**src/pkg/tlec_regs.svh**
```systemverilog
`ifndef TLEC_REGS_SVH
`define TLEC_REGS_SVH
// ************************************************************
// Register offsets
// ************************************************************
`define TLEC_OFF_CTRL 8'h00
`define TLEC_OFF_LIM1 8'h04
`define TLEC_OFF_LIM2 8'h08
`define TLEC_OFF_LIM3 8'h0C
`define TLEC_OFF_LIM4 8'h10
`define TLEC_OFF_STAT 8'h14
`define TLEC_OFF_FREQ 8'h18
// ************************************************************
// Control fields
// ************************************************************
`define TLEC_CTRL_M1_LSB 0
`define TLEC_CTRL_M2_LSB 4
`define TLEC_CTRL_MODE_LSB 8
`define TLEC_CTRL_RAMP_LSB 12
`define TLEC_CTRL_REV_LSB 16
`define TLEC_CTRL_RST_LSB 20
`define TLEC_CTRL_SEL2_BIT 24
`define TLEC_CTRL_TLA_BIT 25
`define TLEC_CTRL_FOCA_BIT 26
`define TLEC_CTRL_OPT_BIT 27
// ************************************************************
// Reset values and scaling
// ************************************************************
`define TLEC_LIM_RESET 8'hC8
`define TLEC_LIM_MAX 8'hC8
`define TLEC_ADC_FULL 12'hFFF
`define TLEC_CODE_SLV 4'h3
`define TLEC_CODE_ZSLV 4'h4
`define TLEC_CODE_VEC 4'h5
`define TLEC_EN_ON 4'h1
`endif

```
**src/pkg/tlec_pkg.sv**
```systemverilog
package tlec_pkg;
  typedef enum logic [2:0] {TLEC_QUAD, TLEC_TERM, TLEC_ANALOG, TLEC_OPT1, TLEC_OPT2} tlec_mode_t;
  typedef enum logic [1:0] {TLEC_STOP, TLEC_RUN, TLEC_COAST} tlec_run_t;
endpackage

```
**src/pkg/tlec_lim_if.sv**
```systemverilog
`timescale 1ns/10ps
`default_nettype none
interface tlec_lim_if;
  logic [7:0] limit;
  logic active;
  logic vector_ok;
  modport src (output limit, output active, input vector_ok);
  modport snk (input limit, input active, output vector_ok);
endinterface
`default_nettype wire

```
**src/rtl/tlec_top.sv**
```systemverilog
// Contract
// - Torque limiting only under sensorless, zero-speed sensorless or encoder vector control; code gates only lim.active, not o_torque_limit.
// - Mode selector codes: quadrant, terminal, analog, option one, option two.
// - Quadrant mode: limits 1-4 for fwd power, rev regen, rev power, fwd regen.
// - Terminal mode: two switch inputs pick one limit for all states.
// - Analog mode maps full input span linearly to 0..200 percent.
// - Option modes valid only with option board fitted.
// - With enable input assigned, limit only while on; else maximum torque.
// - Without enable input assigned, selected limiting always active.
// - Limits 0..200 percent of torque at maximum current.
// - Torque-limited flag on while limiting acts.
// - With pre-excitation assigned, excite and accept runs only while input on.
// - Pre-excitation drop while running coasts; return restarts per restart mode.
// - Pre-excitation only under the three vector methods.
// - Encoder vector method unavailable for the second motor.
// - Reverse protection blocks frequency opposite to run direction when enabled under vector methods.
// - While limiting under vector methods, deceleration ramp is suspended.
// - Ramp hold only when its enable setting is enabled.
`timescale 1ns/10ps
`default_nettype none
`include "tlec_regs.svh"
module tlec_top
  import tlec_pkg::*;
#(
  parameter int ADC_W = 12
)
(
  // Clock and reset
  input wire logic i_ref_clk,
  input wire logic i_reset_n,
  // Register port
  input wire logic [7:0] i_addr,
  input wire logic [31:0] i_wdata,
  input wire logic i_wr,
  input wire logic i_rd,
  output logic [31:0] o_rdata,
  // Input terminals
  input wire logic i_pre_excitation_input,
  input wire logic i_torque_limit_enable_input,
  input wire logic i_limit_switch_one,
  input wire logic i_limit_switch_two,
  input wire logic [ADC_W-1:0] i_analog_limit_input,
  input wire logic i_run_cmd,
  input wire logic i_run_reverse,
  // Drive state
  input wire logic i_powering,
  input wire logic i_torque_at_limit,
  input wire logic i_decel_ramp_req,
  input wire logic signed [15:0] i_freq_cmd,
  // Outputs
  output logic o_torque_limited_flag,
  output logic [7:0] o_torque_limit,
  output logic o_decel_ramp_hold,
  output logic signed [15:0] o_freq_out,
  output logic o_run_allow,
  output logic o_coast,
  output logic o_excite,
  output logic o_restart,
  output logic [3:0] o_restart_mode
);
  // ************************************************************
  // State
  // ************************************************************
  typedef struct packed {
    logic [3:0] method1;
    logic [3:0] method2;
    logic [3:0] mode;
    logic [3:0] ramp_en;
    logic [3:0] rev_en;
    logic [3:0] restart;
    logic motor2;
    logic tl_assigned;
    logic foc_assigned;
    logic opt_fitted;
    logic [31:0] limits;
    logic [31:0] rdata;
    logic flag;
    logic hold;
    logic signed [15:0] freq;
  } tlec_st_t;
  tlec_st_t st_reg, st_next;
  tlec_lim_if lim();
  logic [3:0] method;
  logic vector_ok;
  logic [7:0] wlim;
  logic reverse_bad;
  function automatic logic is_vector(input logic [3:0] m, input logic second);
    is_vector = m == `TLEC_CODE_SLV || m == `TLEC_CODE_ZSLV || (m == `TLEC_CODE_VEC && !second);
  endfunction
  function automatic logic [31:0] ctrl_word(input tlec_st_t s);
    ctrl_word = '0;
    ctrl_word[`TLEC_CTRL_M1_LSB +: 4] = s.method1;
    ctrl_word[`TLEC_CTRL_M2_LSB +: 4] = s.method2;
    ctrl_word[`TLEC_CTRL_MODE_LSB +: 4] = s.mode;
    ctrl_word[`TLEC_CTRL_RAMP_LSB +: 4] = s.ramp_en;
    ctrl_word[`TLEC_CTRL_REV_LSB +: 4] = s.rev_en;
    ctrl_word[`TLEC_CTRL_RST_LSB +: 4] = s.restart;
    ctrl_word[`TLEC_CTRL_SEL2_BIT] = s.motor2;
    ctrl_word[`TLEC_CTRL_TLA_BIT] = s.tl_assigned;
    ctrl_word[`TLEC_CTRL_FOCA_BIT] = s.foc_assigned;
    ctrl_word[`TLEC_CTRL_OPT_BIT] = s.opt_fitted;
  endfunction
  assign method = st_reg.motor2 ? st_reg.method2 : st_reg.method1;
  assign vector_ok = is_vector(method, st_reg.motor2);
  assign lim.vector_ok = vector_ok;
  // ************************************************************
  // Limit selection
  // ************************************************************
  tlec_limit_sel #(
    .ADC_W(ADC_W)
  ) u_sel (
    .i_ref_clk(i_ref_clk),
    .i_reset_n(i_reset_n),
    .i_mode(st_reg.mode[2:0]),
    .i_limits(st_reg.limits),
    .i_opt_fitted(st_reg.opt_fitted),
    .i_tl_assigned(st_reg.tl_assigned),
    .i_torque_limit_enable_input(i_torque_limit_enable_input),
    .i_limit_switch_one(i_limit_switch_one),
    .i_limit_switch_two(i_limit_switch_two),
    .i_analog_limit_input(i_analog_limit_input),
    .i_forward(!i_run_reverse),
    .i_powering(i_powering),
    .lim(lim)
  );
  // ************************************************************
  // Run gating
  // ************************************************************
  tlec_run_gate u_gate (
    .i_ref_clk(i_ref_clk),
    .i_reset_n(i_reset_n),
    .i_foc_assigned(st_reg.foc_assigned),
    .i_vector_ok(vector_ok),
    .i_restart_mode(st_reg.restart),
    .i_pre_excitation_input(i_pre_excitation_input),
    .i_run_cmd(i_run_cmd),
    .o_run_allow(o_run_allow),
    .o_coast(o_coast),
    .o_excite(o_excite),
    .o_restart(o_restart),
    .o_restart_mode(o_restart_mode)
  );
  // ************************************************************
  // Registers and control
  // ************************************************************
  always_comb
  begin
    st_next = st_reg;
    wlim = (i_wdata[7:0] > `TLEC_LIM_MAX) ? `TLEC_LIM_MAX : i_wdata[7:0];
    if (i_wr)
    begin
      unique case (i_addr)
        `TLEC_OFF_CTRL:
        begin
          st_next.method1 = i_wdata[`TLEC_CTRL_M1_LSB +: 4];
          st_next.method2 = i_wdata[`TLEC_CTRL_M2_LSB +: 4];
          st_next.mode = (i_wdata[`TLEC_CTRL_MODE_LSB +: 4] > 4'h4) ? st_reg.mode : i_wdata[`TLEC_CTRL_MODE_LSB +: 4];
          st_next.ramp_en = i_wdata[`TLEC_CTRL_RAMP_LSB +: 4];
          st_next.rev_en = i_wdata[`TLEC_CTRL_REV_LSB +: 4];
          st_next.restart = i_wdata[`TLEC_CTRL_RST_LSB +: 4];
          st_next.motor2 = i_wdata[`TLEC_CTRL_SEL2_BIT];
          st_next.tl_assigned = i_wdata[`TLEC_CTRL_TLA_BIT];
          st_next.foc_assigned = i_wdata[`TLEC_CTRL_FOCA_BIT];
          st_next.opt_fitted = i_wdata[`TLEC_CTRL_OPT_BIT];
        end
        `TLEC_OFF_LIM1: st_next.limits[7:0] = wlim;
        `TLEC_OFF_LIM2: st_next.limits[15:8] = wlim;
        `TLEC_OFF_LIM3: st_next.limits[23:16] = wlim;
        `TLEC_OFF_LIM4: st_next.limits[31:24] = wlim;
        default: ;
      endcase
    end
    st_next.rdata = '0;
    if (i_rd)
    begin
      unique case (i_addr)
        `TLEC_OFF_CTRL: st_next.rdata = ctrl_word(st_reg);
        `TLEC_OFF_LIM1: st_next.rdata = {24'h00_0000, st_reg.limits[7:0]};
        `TLEC_OFF_LIM2: st_next.rdata = {24'h00_0000, st_reg.limits[15:8]};
        `TLEC_OFF_LIM3: st_next.rdata = {24'h00_0000, st_reg.limits[23:16]};
        `TLEC_OFF_LIM4: st_next.rdata = {24'h00_0000, st_reg.limits[31:24]};
        `TLEC_OFF_STAT: st_next.rdata = {24'h00_0000, o_restart, o_excite, o_coast, o_run_allow,
                                         vector_ok, lim.active, st_reg.hold, st_reg.flag};
        `TLEC_OFF_FREQ: st_next.rdata = {16'h0000, st_reg.freq};
        default: st_next.rdata = '0;
      endcase
    end
    st_next.flag = lim.active && i_torque_at_limit;
    st_next.hold = st_next.flag && vector_ok && st_reg.ramp_en == `TLEC_EN_ON && i_decel_ramp_req;
    reverse_bad = i_run_reverse ? (i_freq_cmd > 16'sh0000) : (i_freq_cmd < 16'sh0000);
    st_next.freq = (vector_ok && st_reg.rev_en == `TLEC_EN_ON && reverse_bad) ? 16'sh0000 : i_freq_cmd;
  end
  always_ff @(posedge i_ref_clk or negedge i_reset_n)
  begin
    if (!i_reset_n)
    begin
      st_reg <= '0;
      st_reg.limits <= {4{`TLEC_LIM_RESET}};
      st_reg.method1 <= `TLEC_CODE_SLV;
      st_reg.method2 <= `TLEC_CODE_SLV;
    end
    else
      st_reg <= st_next;
  end
  assign o_rdata = st_reg.rdata;
  assign o_torque_limited_flag = st_reg.flag;
  assign o_torque_limit = lim.limit;
  assign o_decel_ramp_hold = st_reg.hold;
  assign o_freq_out = st_reg.freq;
endmodule
`default_nettype wire

```
**src/rtl/tlec_limit_sel.sv**
```systemverilog
`timescale 1ns/10ps
`default_nettype none
`include "tlec_regs.svh"
module tlec_limit_sel
  import tlec_pkg::*;
#(
  parameter int ADC_W = 12
)
(
  // Clock and reset
  input wire logic i_ref_clk,
  input wire logic i_reset_n,
  // Settings
  input wire logic [2:0] i_mode,
  input wire logic [31:0] i_limits,
  input wire logic i_opt_fitted,
  input wire logic i_tl_assigned,
  // Terminals
  input wire logic i_torque_limit_enable_input,
  input wire logic i_limit_switch_one,
  input wire logic i_limit_switch_two,
  input wire logic [ADC_W-1:0] i_analog_limit_input,
  input wire logic i_forward,
  input wire logic i_powering,
  // Result
  tlec_lim_if.src lim
);
  // Elaboration check on the converter width
  if (ADC_W < 8 || ADC_W > 16)
  begin
    $error("ADC_W out of range");
  end
  typedef struct packed {
    logic [7:0] limit;
    logic active;
  } tlec_sel_st_t;
  tlec_sel_st_t st_reg, st_next;
  logic [ADC_W+7:0] prod;
  function automatic logic [7:0] pick(input logic [31:0] l, input logic [1:0] idx);
    pick = l[idx*8 +: 8];
  endfunction
  always_comb
  begin
    prod = i_analog_limit_input * (ADC_W+8)'(`TLEC_LIM_MAX);
    st_next = st_reg;
    st_next.active = lim.vector_ok;
    unique case (i_mode)
      TLEC_QUAD:
        // Quadrant: 1 fwd power, 2 rev regen, 3 rev power, 4 fwd regen
        st_next.limit = pick(i_limits, i_forward ? (i_powering ? 2'h0 : 2'h3) : (i_powering ? 2'h2 : 2'h1));
      TLEC_TERM:
        st_next.limit = pick(i_limits, {i_limit_switch_two, i_limit_switch_one});
      TLEC_ANALOG:
        st_next.limit = 8'(prod / (ADC_W+8)'((1 << ADC_W) - 1));
      default:
      begin
        // Option modes resolve off-block; hold full torque here
        st_next.limit = `TLEC_LIM_MAX;
        st_next.active = lim.vector_ok && i_opt_fitted;
      end
    endcase
    if (i_tl_assigned && !i_torque_limit_enable_input)
    begin
      st_next.limit = `TLEC_LIM_MAX;
      st_next.active = 1'b0;
    end
  end
  always_ff @(posedge i_ref_clk or negedge i_reset_n)
  begin
    if (!i_reset_n)
      st_reg <= '0;
    else
      st_reg <= st_next;
  end
  assign lim.limit = st_reg.limit;
  assign lim.active = st_reg.active;
endmodule
`default_nettype wire

```
**src/rtl/tlec_run_gate.sv**
```systemverilog
`timescale 1ns/10ps
`default_nettype none
`include "tlec_regs.svh"
module tlec_run_gate
  import tlec_pkg::*;
(
  // Clock and reset
  input wire logic i_ref_clk,
  input wire logic i_reset_n,
  // Settings
  input wire logic i_foc_assigned,
  input wire logic i_vector_ok,
  input wire logic [3:0] i_restart_mode,
  // Terminals
  input wire logic i_pre_excitation_input,
  input wire logic i_run_cmd,
  // Status
  output logic o_run_allow,
  output logic o_coast,
  output logic o_excite,
  output logic o_restart,
  output logic [3:0] o_restart_mode
);
  typedef struct packed {
    tlec_run_t state;
    logic restart;
    logic excite;
  } tlec_gate_st_t;
  tlec_gate_st_t st_reg, st_next;
  logic gate_on;
  always_comb
  begin
    gate_on = !i_foc_assigned || !i_vector_ok || i_pre_excitation_input;
    st_next = st_reg;
    st_next.restart = 1'b0;
    st_next.excite = i_foc_assigned && i_vector_ok && i_pre_excitation_input;
    unique case (st_reg.state)
      TLEC_STOP:
        if (i_run_cmd && gate_on)
          st_next.state = TLEC_RUN;
      TLEC_RUN:
        if (!gate_on)
          st_next.state = TLEC_COAST;
        else if (!i_run_cmd)
          st_next.state = TLEC_STOP;
      TLEC_COAST:
        if (!i_run_cmd)
          st_next.state = TLEC_STOP;
        else if (gate_on)
        begin
          st_next.state = TLEC_RUN;
          st_next.restart = 1'b1;
        end
    endcase
  end
  always_ff @(posedge i_ref_clk or negedge i_reset_n)
  begin
    if (!i_reset_n)
      st_reg <= '{state: TLEC_STOP, restart: 1'b0, excite: 1'b0};
    else
      st_reg <= st_next;
  end
  assign o_run_allow = st_reg.state == TLEC_RUN;
  assign o_coast = st_reg.state == TLEC_COAST;
  assign o_excite = st_reg.excite;
  assign o_restart = st_reg.restart;
  assign o_restart_mode = i_restart_mode;
endmodule
`default_nettype wire

```
**config.mk**
```make
export PLATFORM = sky130hd
export DESIGN_NAME = tlec_top
export DESIGN_NICKNAME = d
export VERILOG_FILES = /design/src/pkg/tlec_pkg.sv /design/src/pkg/tlec_lim_if.sv /design/src/rtl/tlec_top.sv /design/src/rtl/tlec_limit_sel.sv /design/src/rtl/tlec_run_gate.sv
export VERILOG_INCLUDE_DIRS = /design/src /design/src/pkg
export SDC_FILE = /design/constraint.sdc
export NUM_CORES = 1
export LEC_CHECK = 0
export BUFFER_PORTS_ARGS = -buffer_cell sky130_fd_sc_hd__buf_4
export CAP_MARGIN = 20
export CELL_PAD_IN_SITES_DETAIL_PLACEMENT = 1
export CELL_PAD_IN_SITES_GLOBAL_PLACEMENT = 1
export CORE_ASPECT_RATIO = 1.4
export CORE_MARGIN = 3
export CORE_UTILIZATION = 44
export DETAILED_ROUTE_END_ITERATION = 16
export HOLD_SLACK_MARGIN = 0.02
export PLACE_DENSITY = 0.9
export RECOVER_POWER = 25
export SKIP_LAST_GASP = 1
export SLEW_MARGIN = 10
export SYNTH_ARGS = -nofsm -noshare
export SYNTH_HDL_FRONTEND = slang
export SYNTH_SLANG_ARGS = --single-unit
```
**constraint.sdc**
```tcl
create_clock -name i_ref_clk -period 3.34 [get_ports i_ref_clk]
set_input_delay 0.334 -clock i_ref_clk [delete_from_list [all_inputs] [get_ports i_ref_clk]]
set_output_delay 0.334 -clock i_ref_clk [all_outputs]
set_load 0.05 [all_outputs]
```
==> results_dict.tcl, run 1 <==
set metrics [dict create \
    status "aborted with a tool error" \
    stop_stage "global routing (5_1_grt)" \
    error "[ERROR GRT-0232] Routing congestion too high. Check the congestion heatmap in the GUI." \
    grt_max_degree 71 \
    cts-root-buf "clkbuf_16" \
    avgSynthCellArea_um2 9.10 \
    ys_async_sr_fraction 1.00 \
    worstEndpointGrtRepair "u_sel.lim.limit[0]$_DFF_PN0_/D" \
    rows 61 \
    syn_area_mm2 0.00897 \
    placed_cell_area_mm2 0.0118 \
    start_util 0.450 \
    place_hpwl_um 30600 \
    yosysSeqAreaShare 0.334 \
    cts_buffer_depth 2 \
    synth_ff_type "dfrtp_1" \
    synth_edf_count 0 \
    numPortBuffers 138 \
    grt_usage 0.679 \
    synth.distinct_cells 99 \
    cts.sinks 119 \
    yosys_warnings 0 \
    synthCells 986 \
    grt_overflow 82 \
    h-tree-depth 4 \
    synth-seq-cells 119 \
    endpoint_type "register input" \
    dpl.cell_count 1514 \
    gp_congestion 0.987 \
    fp.dieW_um 127 \
    ios 147 \
    numCtsBuffers 17 \
    cts_hold_buffers 0 \
    die_h_um 175 \
]
## synthesized netlist by cell type, drive strengths merged, types with 8 or more instances
cell type,count,area [µm²]
a211oi,14,123
nand4,15,100
nand2,86,323
and2,21,134
nand3,28,140
dfrtp,103,2580
clkbuf,21,78.8
and3,10,62.6
nor2b,25,156
a21o,12,90.1
nor2,71,269
dfstp,16,420
mux2i,14,140
mux2,45,510
inv,44,165
or3,10,62.6
nor3,26,130
a21oi,40,204
nor4,18,131
a22o,9,78.8
nor3b,8,60.1
nand2b,13,81.3
xnor2,13,129
buf,62,442
a221oi,8,70.1
a22oi,11,82.6
ha,51,638
o21ai,62,314
a31oi,8,50.1
## per-layer routing
layer | GRT usage | overflow
met1 | 0.672 | 0
met2 | 0.898 | 47
met3 | 0.450 | 0
met4 | 0.711 | 35
met5 | 0.0588 | 0
## what timing repair did
item / CTS
pin swaps: 55
setup endpoints to repair: 8
gates resized for setup: 100
buffers inserted: 32
gates cloned: 0
## metrics by stage
stage,worst slack (ps),hold slack [ps],util
after floorplan,-5130,38.4,-
after global placement,-5300,475,0.593
after detailed placement,-6080,494,0.593
after CTS,-5260,84.6,0.659
## kinds of logic after synthesis
| group | share of synthesized area |
|---|---|
| flops | 0.334 |
| xor+xnor | 0.0212 |
| compound gates | 0.190 |
| fa+ha+maj | 0.0867 |
| buf+inv | 0.0768 |
| other cells | 0.000418 |
| mux | 0.0851 |
| simple gates | 0.206 |
==> inputs of run 2 (changes only) <==
--- a/config.mk
+++ b/config.mk
@@ -8,14 +8,10 @@
 export LEC_CHECK = 0
 export BUFFER_PORTS_ARGS = -buffer_cell sky130_fd_sc_hd__buf_4
 export CAP_MARGIN = 20
-export CELL_PAD_IN_SITES_DETAIL_PLACEMENT = 1
-export CELL_PAD_IN_SITES_GLOBAL_PLACEMENT = 1
-export CORE_ASPECT_RATIO = 1.4
 export CORE_MARGIN = 3
-export CORE_UTILIZATION = 44
+export CORE_UTILIZATION = 30
 export DETAILED_ROUTE_END_ITERATION = 16
-export HOLD_SLACK_MARGIN = 0.02
-export PLACE_DENSITY = 0.9
+export PLACE_DENSITY_LB_ADDON = 0.15
 export RECOVER_POWER = 25
 export SKIP_LAST_GASP = 1
 export SLEW_MARGIN = 10
==> run 2 against run 1 <==
The flow now finishes, with violations (negative setup slack). Area after synthesis did not move. Synthesized cell count stayed put.
==> results_dict.tcl, run 2 <==
set metrics [dict create \
    status "finished, violations left" \
    violations "negative setup slack" \
    fin_util 0.469 \
    ios 147 \
    cts_buffer_depth 2 \
    num_vias 8688 \
    vias_per_cell 5.00 \
    use_met3 0.0299 \
    slew_headroom 0.0869 \
    num-nets-final 1479 \
    die_h_um 179 \
    top_usage_layer "met2" \
    yosysSeqAreaShare 0.334 \
    yosys_warnings 0 \
    fin_crit_sh 2.40 \
    grt_overflow 0 \
    dp_worst_setup_slack_ps -5440 \
    grt_max_degree 67 \
    design_area_mm2 0.0137 \
    synth-seq-cells 119 \
    critPathKind "input pin to flop" \
    fillers 2819 \
    worstPathRequired_ps 3600 \
    final_common_cell "buf_4" \
    synth_top_cell_area_share 0.287 \
    dieArea_mm2 0.0320 \
    finalHoldViolCount 0 \
    fin_skew_ps 13.0 \
    grt_usage 0.186 \
    cpMostUsedCell "ha_4" \
    clkTransAtPathRegs_ps 60 \
    h-tree-depth 4 \
    wl_per_cell_um 17.1 \
    drtAntennaViolNets 0 \
    antenna_found_initial 0 \
    start_util 0.308 \
    crit_fanout 5 \
    met2_usage 0.299 \
    rows 62 \
    drt_wl_total_um 29700 \
    cts.sinks 119 \
    grt_pass1_vias 8802 \
    cp-end-kind "flop" \
    synth_area_leaders "dfrtp_1 29%, ha_1 7.1%, mux2_2 5.4%, dfstp_2 4.7%, buf_4 4.5%" \
    start_kind "input pin" \
    fin_ws_ps -4680 \
    setup_viol 8 \
    numPortBuffers 138 \
    fmax_mhz 125 \
    worstSkewPairLatency_ps 410 \
    timing.hold.ws_ps 148 \
    power.internal_mw 5.32 \
    synth_ff_type "dfrtp_1" \
    dr.pass1.iters 5 \
    placed_cell_area_mm2 0.0121 \
    numCtsBuffers 17 \
    antenna-diode-count 0 \
    grt_pass1_wl_um 47000 \
    avgSynthCellArea_um2 9.10 \
    power.density_mw_per_mm2 638 \
    first_iter_violations 550 \
    cpPeakStageDelay_ps 580 \
    post-route-drc-count 0 \
    period_minus_slack_ps 8020 \
    yosys-top-cells-count "103 x dfrtp_1, 86 x nand2_1, 70 x nor2_1" \
    clkPwrFrac 0.214 \
    power_frac_comb 0.609 \
    finalMaxSlewViolations 0 \
    rsz0062_at_grt "yes" \
    yosysTopAreaCell "dfrtp_1" \
    cts_tree "built" \
    p_switching_mw 3.40 \
    cts-root-buf "clkbuf_16" \
    cap_violations 0 \
    post-synth-top-count-cell "dfrtp_1" \
    final_cell_mix "367 x buf_4, 103 x dfrtp_1, 82 x nand2_1" \
    syn_area_mm2 0.00897 \
    gp_congestion 0.878 \
    slowest_stage "or4_4" \
    hold_class "input pin to flop" \
    arrival_ps 8280 \
    seqPwrFrac 0.178 \
    area_delta_synth_final_pct 52.1 \
    swShare 0.390 \
    place_hpwl_um 23100 \
    irDropWorstVdd_v 0.000377 \
    met1_usage 0.266 \
    core-area_mm2 0.0291 \
    ys_async_sr_fraction 1.00 \
    drive_gt1_frac 0.477 \
    max_slew.worst_pin.slew_ps 1370 \
    largest_register_ffs 60 \
    synthCells 986 \
    synth_edf_count 0 \
    synth.distinct_cells 99 \
    fp.dieW_um 179 \
    leakage_nw 6.19 \
]
-- run 2: cell counts after synthesis --
Identical to the previous run, type by type.
-- run 2: metal layers --
metal  vias up  wire length, µm
li1       4275                -
met1      4215            14400
met2       175            13900
met3        23             1130
met4         0              276
met5         -                0
-- run 2: metrics by stage --
step           instances  setup TNS, ps  total power [mW]
2_1_floorplan        989         -23750              4.06
3_3_place_gp        1661         -27730              6.09
3_5_place_dp        1661         -27850              6.08
4_1_cts             1720         -22420              8.41
5_1_grt             1737         -23930              9.29
6_report            1737         -21990              8.72
-- run 2: cell families (layout without fill, tap and decap cells) --
logic type	after synthesis	count (layout)	synth area share
buffers and inverters	128	492	0.0768
other	1	4	0.000418
multiplexers	64	64	0.0851
adder cells (fa/ha/maj)	58	58	0.0867
XOR/XNOR	20	20	0.0212
AO/OA/AOI/OAI	241	241	0.190
AND/OR/NAND/NOR	355	355	0.206
flip-flops	119	119	0.334
-- run 2: final timing paths --
check	startpoint	end	slack, ps	cells after the start
setup / recovery	i_analog_limit_input[7]	u_sel.lim.limit[0]$_DFF_PN0_	-4680	39
hold / removal	i_pre_excitation_input	u_gate.o_excite$_DFF_PN0_	150	3
setup reg to reg	st_reg[103]$_DFFE_PN1P_	u_gate.st_reg[3]$_DFFE_PN0P_	1050	9
hold reg to reg	st_reg[69]$_DFFE_PN1P_	st_reg[69]$_DFFE_PN1P_	490	2
max in group asynchronous	i_reset_n	o_rdata[9]$_DFF_PN0_	1590	3
min in group asynchronous	i_reset_n	o_rdata[20]$_DFF_PN0_	760	2
-- run 2: power by group through the flow --
stage	Clock, mW	Combinational (mW)	Sequential (mW)
after floorplan	0	2.47	1.59
after global placement	0	4.52	1.57
after detailed placement	0	4.50	1.57
after CTS	1.90	4.96	1.55
after global routing	1.98	5.76	1.55
final	1.86	5.30	1.55
-- run 2: worst max-delay path: cells and delay by family --
| kind | cells | cell delay (ps) |
|---|---|---|
| fa+ha+maj | 6 | 1790 |
| compound gates | 17 | 2890 |
| mux | 2 | 610 |
| buf+inv | 4 | 340 |
| simple gates | 10 | 2280 |
-- run 2: area by class of cell --
cell class / instances / area, µm² / area share
clock buffer: 18 / 439 / 0.0322
clock inverter: 14 / 163 / 0.0119
inverter: 45 / 174 / 0.0127
multi-input combinational: 742 / 6210 / 0.455
sequential: 119 / 3000 / 0.220
tap: 384 / 480 / 0.0352
timing repair buffer: 415 / 3180 / 0.233
-- run 2: repair_timing --
item                                   4_1_cts  5_1_grt
hold buffers                                 1        0
endpoints found under the hold margin       20        0
resized for setup                           89       56
pin swaps                                   62       37
setup endpoints to repair                    8        8
buffers inserted                            26       20
(Power assumes the default switching activity.)
==> inputs of run 3 (changes only) <==
--- a/config.mk
+++ b/config.mk
@@ -13,8 +13,11 @@
 export DETAILED_ROUTE_END_ITERATION = 16
 export PLACE_DENSITY_LB_ADDON = 0.15
 export RECOVER_POWER = 25
+export REMOVE_ABC_BUFFERS = 1
+export SETUP_SLACK_MARGIN = 0.15
 export SKIP_LAST_GASP = 1
 export SLEW_MARGIN = 10
 export SYNTH_ARGS = -nofsm -noshare
 export SYNTH_HDL_FRONTEND = slang
+export SYNTH_HIERARCHICAL = 1
 export SYNTH_SLANG_ARGS = --single-unit
==> run 3 against run 2 <==
The run still ends with negative setup slack left. Setup slack improved by 350 ps. Global-route usage increased by 0.70 points. Final area increased by 6.4%. Area after synthesis increased by 5.5%. Critical endpoint is now u_sel/lim.limit[0]$_DFF_PN0_. Largest power group unchanged. Sequential power about the same. Sequential share of layout area decreased by 1.3 points.
==> results_dict.tcl, run 3 <==
set metrics [dict create \
    status "finished, violations left" \
    violations "negative setup slack" \
    cts.sinks 119 \
    irDropWorstVdd_v 0.000310 \
    numPortBuffers 138 \
    max_slew.worst_pin.slew_ps 1380 \
    critPathKind "input pin to flop" \
    drtAntennaViolNets 0 \
    fin_skew_ps 7.27 \
    yosysTopAreaCell "dfrtp_1" \
    slowest_stage "fa_1" \
    ios 147 \
    leakage_nw 6.62 \
    hold_class "input pin to flop" \
    final_cell_mix "397 x buf_4, 103 x dfrtp_1, 54 x mux2_2" \
    drt_wl_total_um 32900 \
    synth.distinct_cells 110 \
    worstPathRequired_ps 3640 \
    cpPeakStageDelay_ps 480 \
    drive_gt1_frac 0.538 \
    timing.hold.ws_ps 147 \
    synthCells 953 \
    yosysSeqAreaShare 0.317 \
    avgSynthCellArea_um2 9.94 \
    grt_max_degree 66 \
    dp_worst_setup_slack_ps -5170 \
    cts_tree "built" \
    p_switching_mw 3.83 \
    final_common_cell "buf_4" \
    ys_async_sr_fraction 1.00 \
    seqCellArea_mm2 0.00300 \
    finalHoldViolCount 0 \
    clkTransAtPathRegs_ps 60 \
    fp.dieW_um 184 \
    crit_fanout 5 \
    yosys_warnings 6 \
    start_kind "input pin" \
    grt_usage 0.193 \
    multi_input_area_mm2 0.00673 \
    synth-seq-cells 119 \
    area_delta_synth_final_pct 53.3 \
    fin_util 0.471 \
    grt_pass1_vias 9216 \
    gp_congestion 0.897 \
    arrival_ps 7980 \
    grt_overflow 0 \
    dr.pass1.iters 5 \
    rows 64 \
    largest_register_ffs 60 \
    post-route-drc-count 0 \
    worstSkewPairLatency_ps 420 \
    vias_per_cell 5.15 \
    rsz0062_at_grt "yes" \
    tns_ps -20800 \
    cts_buffer_depth 2 \
    synth_edf_count 0 \
    place_hpwl_um 24600 \
    setup_viol 8 \
    power.density_mw_per_mm2 679 \
    power_frac_comb 0.644 \
    num_vias 9024 \
    num-nets-final 1483 \
    core-area_mm2 0.0308 \
    swShare 0.389 \
    h-tree-depth 4 \
    cp-end-kind "flop" \
    fin_ws_ps -4330 \
    fin_crit_sh 2.30 \
    clkPwrFrac 0.198 \
    cpMostUsedCell "buf_4" \
    fmax_mhz 130 \
    grt_pass1_wl_um 51200 \
    power.internal_mw 6.03 \
    die_h_um 184 \
    synth_area_leaders "dfrtp_1 27%, ha_1 6.7%, mux2_2 6.4%, dfstp_2 4.4%, buf_4 4.3%" \
    post-synth-top-count-cell "dfrtp_1" \
    period_minus_slack_ps 7670 \
    first_iter_violations 497 \
    start_util 0.307 \
    numCtsBuffers 17 \
    antenna-diode-count 0 \
    finalMaxSlewViolations 0 \
    syn_area_mm2 0.00947 \
    synth_top_cell_area_share 0.272 \
    antenna_found_initial 0 \
    yosys-top-cells-count "103 x dfrtp_1, 58 x nor2_1, 54 x buf_4, 54 x mux2_2, 51 x ha_1" \
    dieArea_mm2 0.0337 \
    wl_per_cell_um 18.8 \
    total_power_mw 9.86 \
    slew_headroom 0.0794 \
    synth_ff_type "dfrtp_1" \
    fillers 2903 \
    cap_violations 0 \
    cts-root-buf "clkbuf_16" \
    seqPwrFrac 0.158 \
]
-- run 3: changes by cell type after synthesis, sizes merged, moves of 8 or more --
cell	change
nand2	-40
o21ai	-23
a21boi	+22
nor2b	-16
nor2	-13
buf	+9
mux2	+9
or3	-9
clkbuf	-8
-- run 3: final timing paths --
path / from / end / slack [ps] / depth (start not counted)
hold reg to reg: o_freq_out[8]$_DFF_PN0_ / o_rdata[8]$_DFF_PN0_ / 500 / 1
hold / removal: i_wdata[20] / st_reg[86]$_DFFE_PN0P_ / 150 / 2
max in group asynchronous: i_reset_n / st_reg[106]$_DFFE_PN1P_ / 1530 / 3
setup reg to reg: st_reg[99]$_DFFE_PN0P_ / u_sel/lim.limit[0]$_DFF_PN0_ / 920 / 8
min in group asynchronous: i_reset_n / o_rdata[21]$_DFF_PN0_ / 770 / 2
setup / recovery: i_analog_limit_input[3] / u_sel/lim.limit[0]$_DFF_PN0_ / -4330 / 41
-- run 3: area by class of cell --
class | instances | area share
Multi-Input combinational cell | 704 | 0.463
Timing Repair Buffer | 453 | 0.240
Sequential cell | 119 | 0.206
Tap cell | 396 | 0.0341
Clock buffer | 19 | 0.0312
Inverter | 49 | 0.0127
Clock inverter | 12 | 0.0121
-- run 3: worst max-delay path, delay by kind of cell --
family / cells / cell delay (ps)
AO/OA/AOI/OAI: 13 / 2510
adder cells (fa/ha/maj): 6 / 1700
AND/OR/NAND/NOR: 8 / 1480
buffers and inverters: 11 / 1310
multiplexers: 2 / 420
XOR/XNOR: 1 / 200
-- run 3: cell families (layout without fill, tap and decap cells) --
| kind of cell | after synthesis | count (layout) | synth area share |
|---|---|---|---|
| XOR/XNOR | 30 | 30 | 0.0309 |
| AND/OR/NAND/NOR | 284 | 284 | 0.180 |
| multiplexers | 77 | 77 | 0.103 |
| adder cells (fa/ha/maj) | 59 | 59 | 0.0832 |
| buffers and inverters | 133 | 533 | 0.0795 |
| flip-flops | 119 | 119 | 0.317 |
| other | 1 | 4 | 0.000396 |
| AO/OA/AOI/OAI | 250 | 250 | 0.207 |
-- run 3: power by group through the flow --
stage               Combinational (mW)  Sequential [mW]  Clock [mW]
finish                            6.35             1.56        1.95
global route                      6.80             1.57        2.05
CTS                               5.74             1.56        1.98
detailed placement                4.76             1.58           0
global placement                  4.78             1.58           0
floorplan                         2.36             1.64           0
-- run 3: stage by stage --
stage	cells	cell area, µm²
after global placement	1647	12300
final	1752	14500
after CTS	1728	14100
after global routing	1752	14500
after detailed placement	1647	12300
after floorplan	872	8910
-- run 3: repair_timing --
action / CTS / global route
gates resized for setup: 157 / 63
hold buffers: 1 / 0
gates cloned: 0 / 0
endpoints found under the hold margin: 31 / 0
endpoints found under the setup margin: 8 / 8
pin swaps: 84 / 44
buffers inserted: 49 / 25
-- run 3: routing by layer --
layer	GRT usage	vias up	wire [µm]
li1	-	4291	-
met1	0.263	4487	15000
met2	0.320	216	16000
met3	0.0334	30	1460
met4	0.0445	0	503
met5	0	-	0
==> inputs of run 4 (changes only) <==
--- a/config.mk
+++ b/config.mk
@@ -19,5 +19,4 @@
 export SLEW_MARGIN = 10
 export SYNTH_ARGS = -nofsm -noshare
 export SYNTH_HDL_FRONTEND = slang
-export SYNTH_HIERARCHICAL = 1
 export SYNTH_SLANG_ARGS = --single-unit
==> run 4 against run 3 <==
The run ends with max-capacitance violations, max-slew violations, negative setup slack left. Core utilization up 0.23 points. Combinational power fell by 14%. Sequential share of layout area is 1.1 points higher. Clock-buffer cell count down 1. Largest power group unchanged. Die area shrank 5.1%. Hold slack worse by 4.0 ps. Register-to-register slack barely moved.
==> results_dict.tcl, run 4 (synthesis results as in run 2) <==
set metrics [dict create \
    fin_crit_sh 2.43 \
    cap_violations 1 \
    cp-end-kind "flop" \
    antenna-diode-count 0 \
    grt_overflow 0 \
    critPathKind "input pin to flop" \
    finalMaxSlewViolations 40 \
    die_h_um 179 \
    arrival_ps 8370 \
    drive_gt1_frac 0.474 \
    post-route-drc-count 0 \
    r2r_slack_ps 910 \
    irDropWorstVdd_v 0.000356 \
    largest_register_ffs 60 \
    first_iter_violations 506 \
    numPortBuffers 138 \
    cts_tree "built" \
    cts.sinks 119 \
    fp.dieW_um 179 \
    wl_per_cell_um 17.4 \
    h-tree-depth 4 \
    clkTransAtPathRegs_ps 60 \
    num-nets-final 1493 \
    fin_cells 1750 \
    slew_headroom -0.464 \
    violations "max-capacitance violations, max-slew violations, negative setup slack" \
    vias_per_cell 5.07 \
    fmax_mhz 123 \
    rsz0062_at_grt "yes" \
    drtAntennaViolNets 0 \
    finalHoldViolCount 0 \
    status "finished, violations left" \
    period_minus_slack_ps 8110 \
    dieArea_mm2 0.0320 \
    worstSkewPairLatency_ps 420 \
    core-area_mm2 0.0291 \
    max_slew.worst_pin.slew_ps 2200 \
    grt_usage 0.191 \
    num_vias 8870 \
    dr.pass1.iters 4 \
    gp_congestion 0.905 \
    crit_fanout 4 \
    hold_class "input pin to flop" \
    leakage_nw 6.16 \
    setup_viol 8 \
    power.density_mw_per_mm2 635 \
    fin_ws_ps -4770 \
    start_util 0.308 \
    grt_pass1_wl_um 48300 \
    area_delta_synth_final_pct 53.4 \
    tns_ps -23760 \
    numCtsBuffers 17 \
    worstPathRequired_ps 3600 \
    cpPeakStageDelay_ps 630 \
    drt_wl_total_um 30400 \
    final_cell_mix "356 x buf_4, 103 x dfrtp_1, 81 x nand2_1" \
    dpl.cell_count 1658 \
    cts_buffer_depth 2 \
    cts-root-buf "clkbuf_16" \
    grt_pass1_vias 8935 \
    antenna_found_initial 0 \
    rows 62 \
    ios 147 \
    fin_skew_ps 12.7 \
    start_kind "input pin" \
    grt_max_degree 81 \
    place_hpwl_um 22900 \
    slowest_stage "or4_4" \
    fin_util 0.473 \
    final_common_cell "buf_4" \
    dp_worst_setup_slack_ps -5950 \
]
[run 4: cell types whose count changed in the layout (fill, tap and decap cells not counted), sizes merged, moves of 7 or more]
cell / delta
a21boi: -22
nor2b: +16
nor2: +13
buf: -39
nand2: +40
or3: +9
clkbuf: +14
mux2: -9
o21ai: +23
clkinv: +7
[run 4: per-layer routing]
metal	vias to the layer above	track usage	share of wire
met5	-	0	0
li1	4304	-	-
met2	213	0.302	0.46
met4	0	0.0295	0.0071
met1	4332	0.270	0.47
met3	21	0.0479	0.059
[run 4: final timing paths]
| kind | from | end | cells after the start |
|---|---|---|---|
| max in group asynchronous | i_reset_n | st_reg[69]$_DFFE_PN1P_ | 3 |
| max | i_analog_limit_input[5] | u_sel.lim.limit[0]$_DFF_PN0_ | 41 |
| min in group asynchronous | i_reset_n | st_reg[86]$_DFFE_PN0P_ | 2 |
| min | i_wdata[23] | st_reg[89]$_DFFE_PN0P_ | 2 |
| max reg2reg | st_reg[100]$_DFFE_PN0P_ | u_sel.lim.limit[4]$_DFF_PN0_ | 8 |
| min reg2reg | st_reg[61]$_DFFE_PN1P_ | st_reg[61]$_DFFE_PN1P_ | 2 |
[run 4: power breakdown]
group / internal [mW] / switching (mW)
Sequential: 1.51 / 0.0406
Clock: 0.972 / 0.725
Combinational: 2.76 / 2.73
Total: 5.24 / 3.49
[run 4: what timing repair did]
action	in CTS	in global routing
endpoints found under the setup margin	8	8
gates cloned	1	0
pin swaps	68	34
hold endpoints to repair	29	0
gates resized for setup	160	56
hold buffers	1	0
setup buffers	40	19
[run 4: cell type report]
class	count	area, µm²
clock inverter	13	100
tap	384	480
multi-input combinational	742	6310
inverter	45	176
sequential	119	3000
fill	2822	15300
clock buffer	18	439
timing repair buffer	429	3260
[run 4: critical path: cells and delay by family]
| kind | cells | cell delay [ps] |
|---|---|---|
| AND/OR/NAND/NOR | 13 | 2830 |
| multiplexers | 1 | 270 |
| XOR/XNOR | 1 | 200 |
| AO/OA/AOI/OAI | 14 | 2210 |
| adder cells (fa/ha/maj) | 6 | 1810 |
| buffers and inverters | 6 | 690 |
[run 4: stage by stage]
| step | instance area, µm² | power [mW] | hold slack, ps |
|---|---|---|---|
| after floorplan | 8460 | 3.75 | 38.4 |
| after global placement | 11700 | 5.77 | 350 |
| after detailed placement | 11700 | 5.77 | 349 |
| after CTS | 13500 | 8.32 | 129 |
| after global routing | 13800 | 9.27 | 138 |
| final | 13800 | 8.74 | 143 |
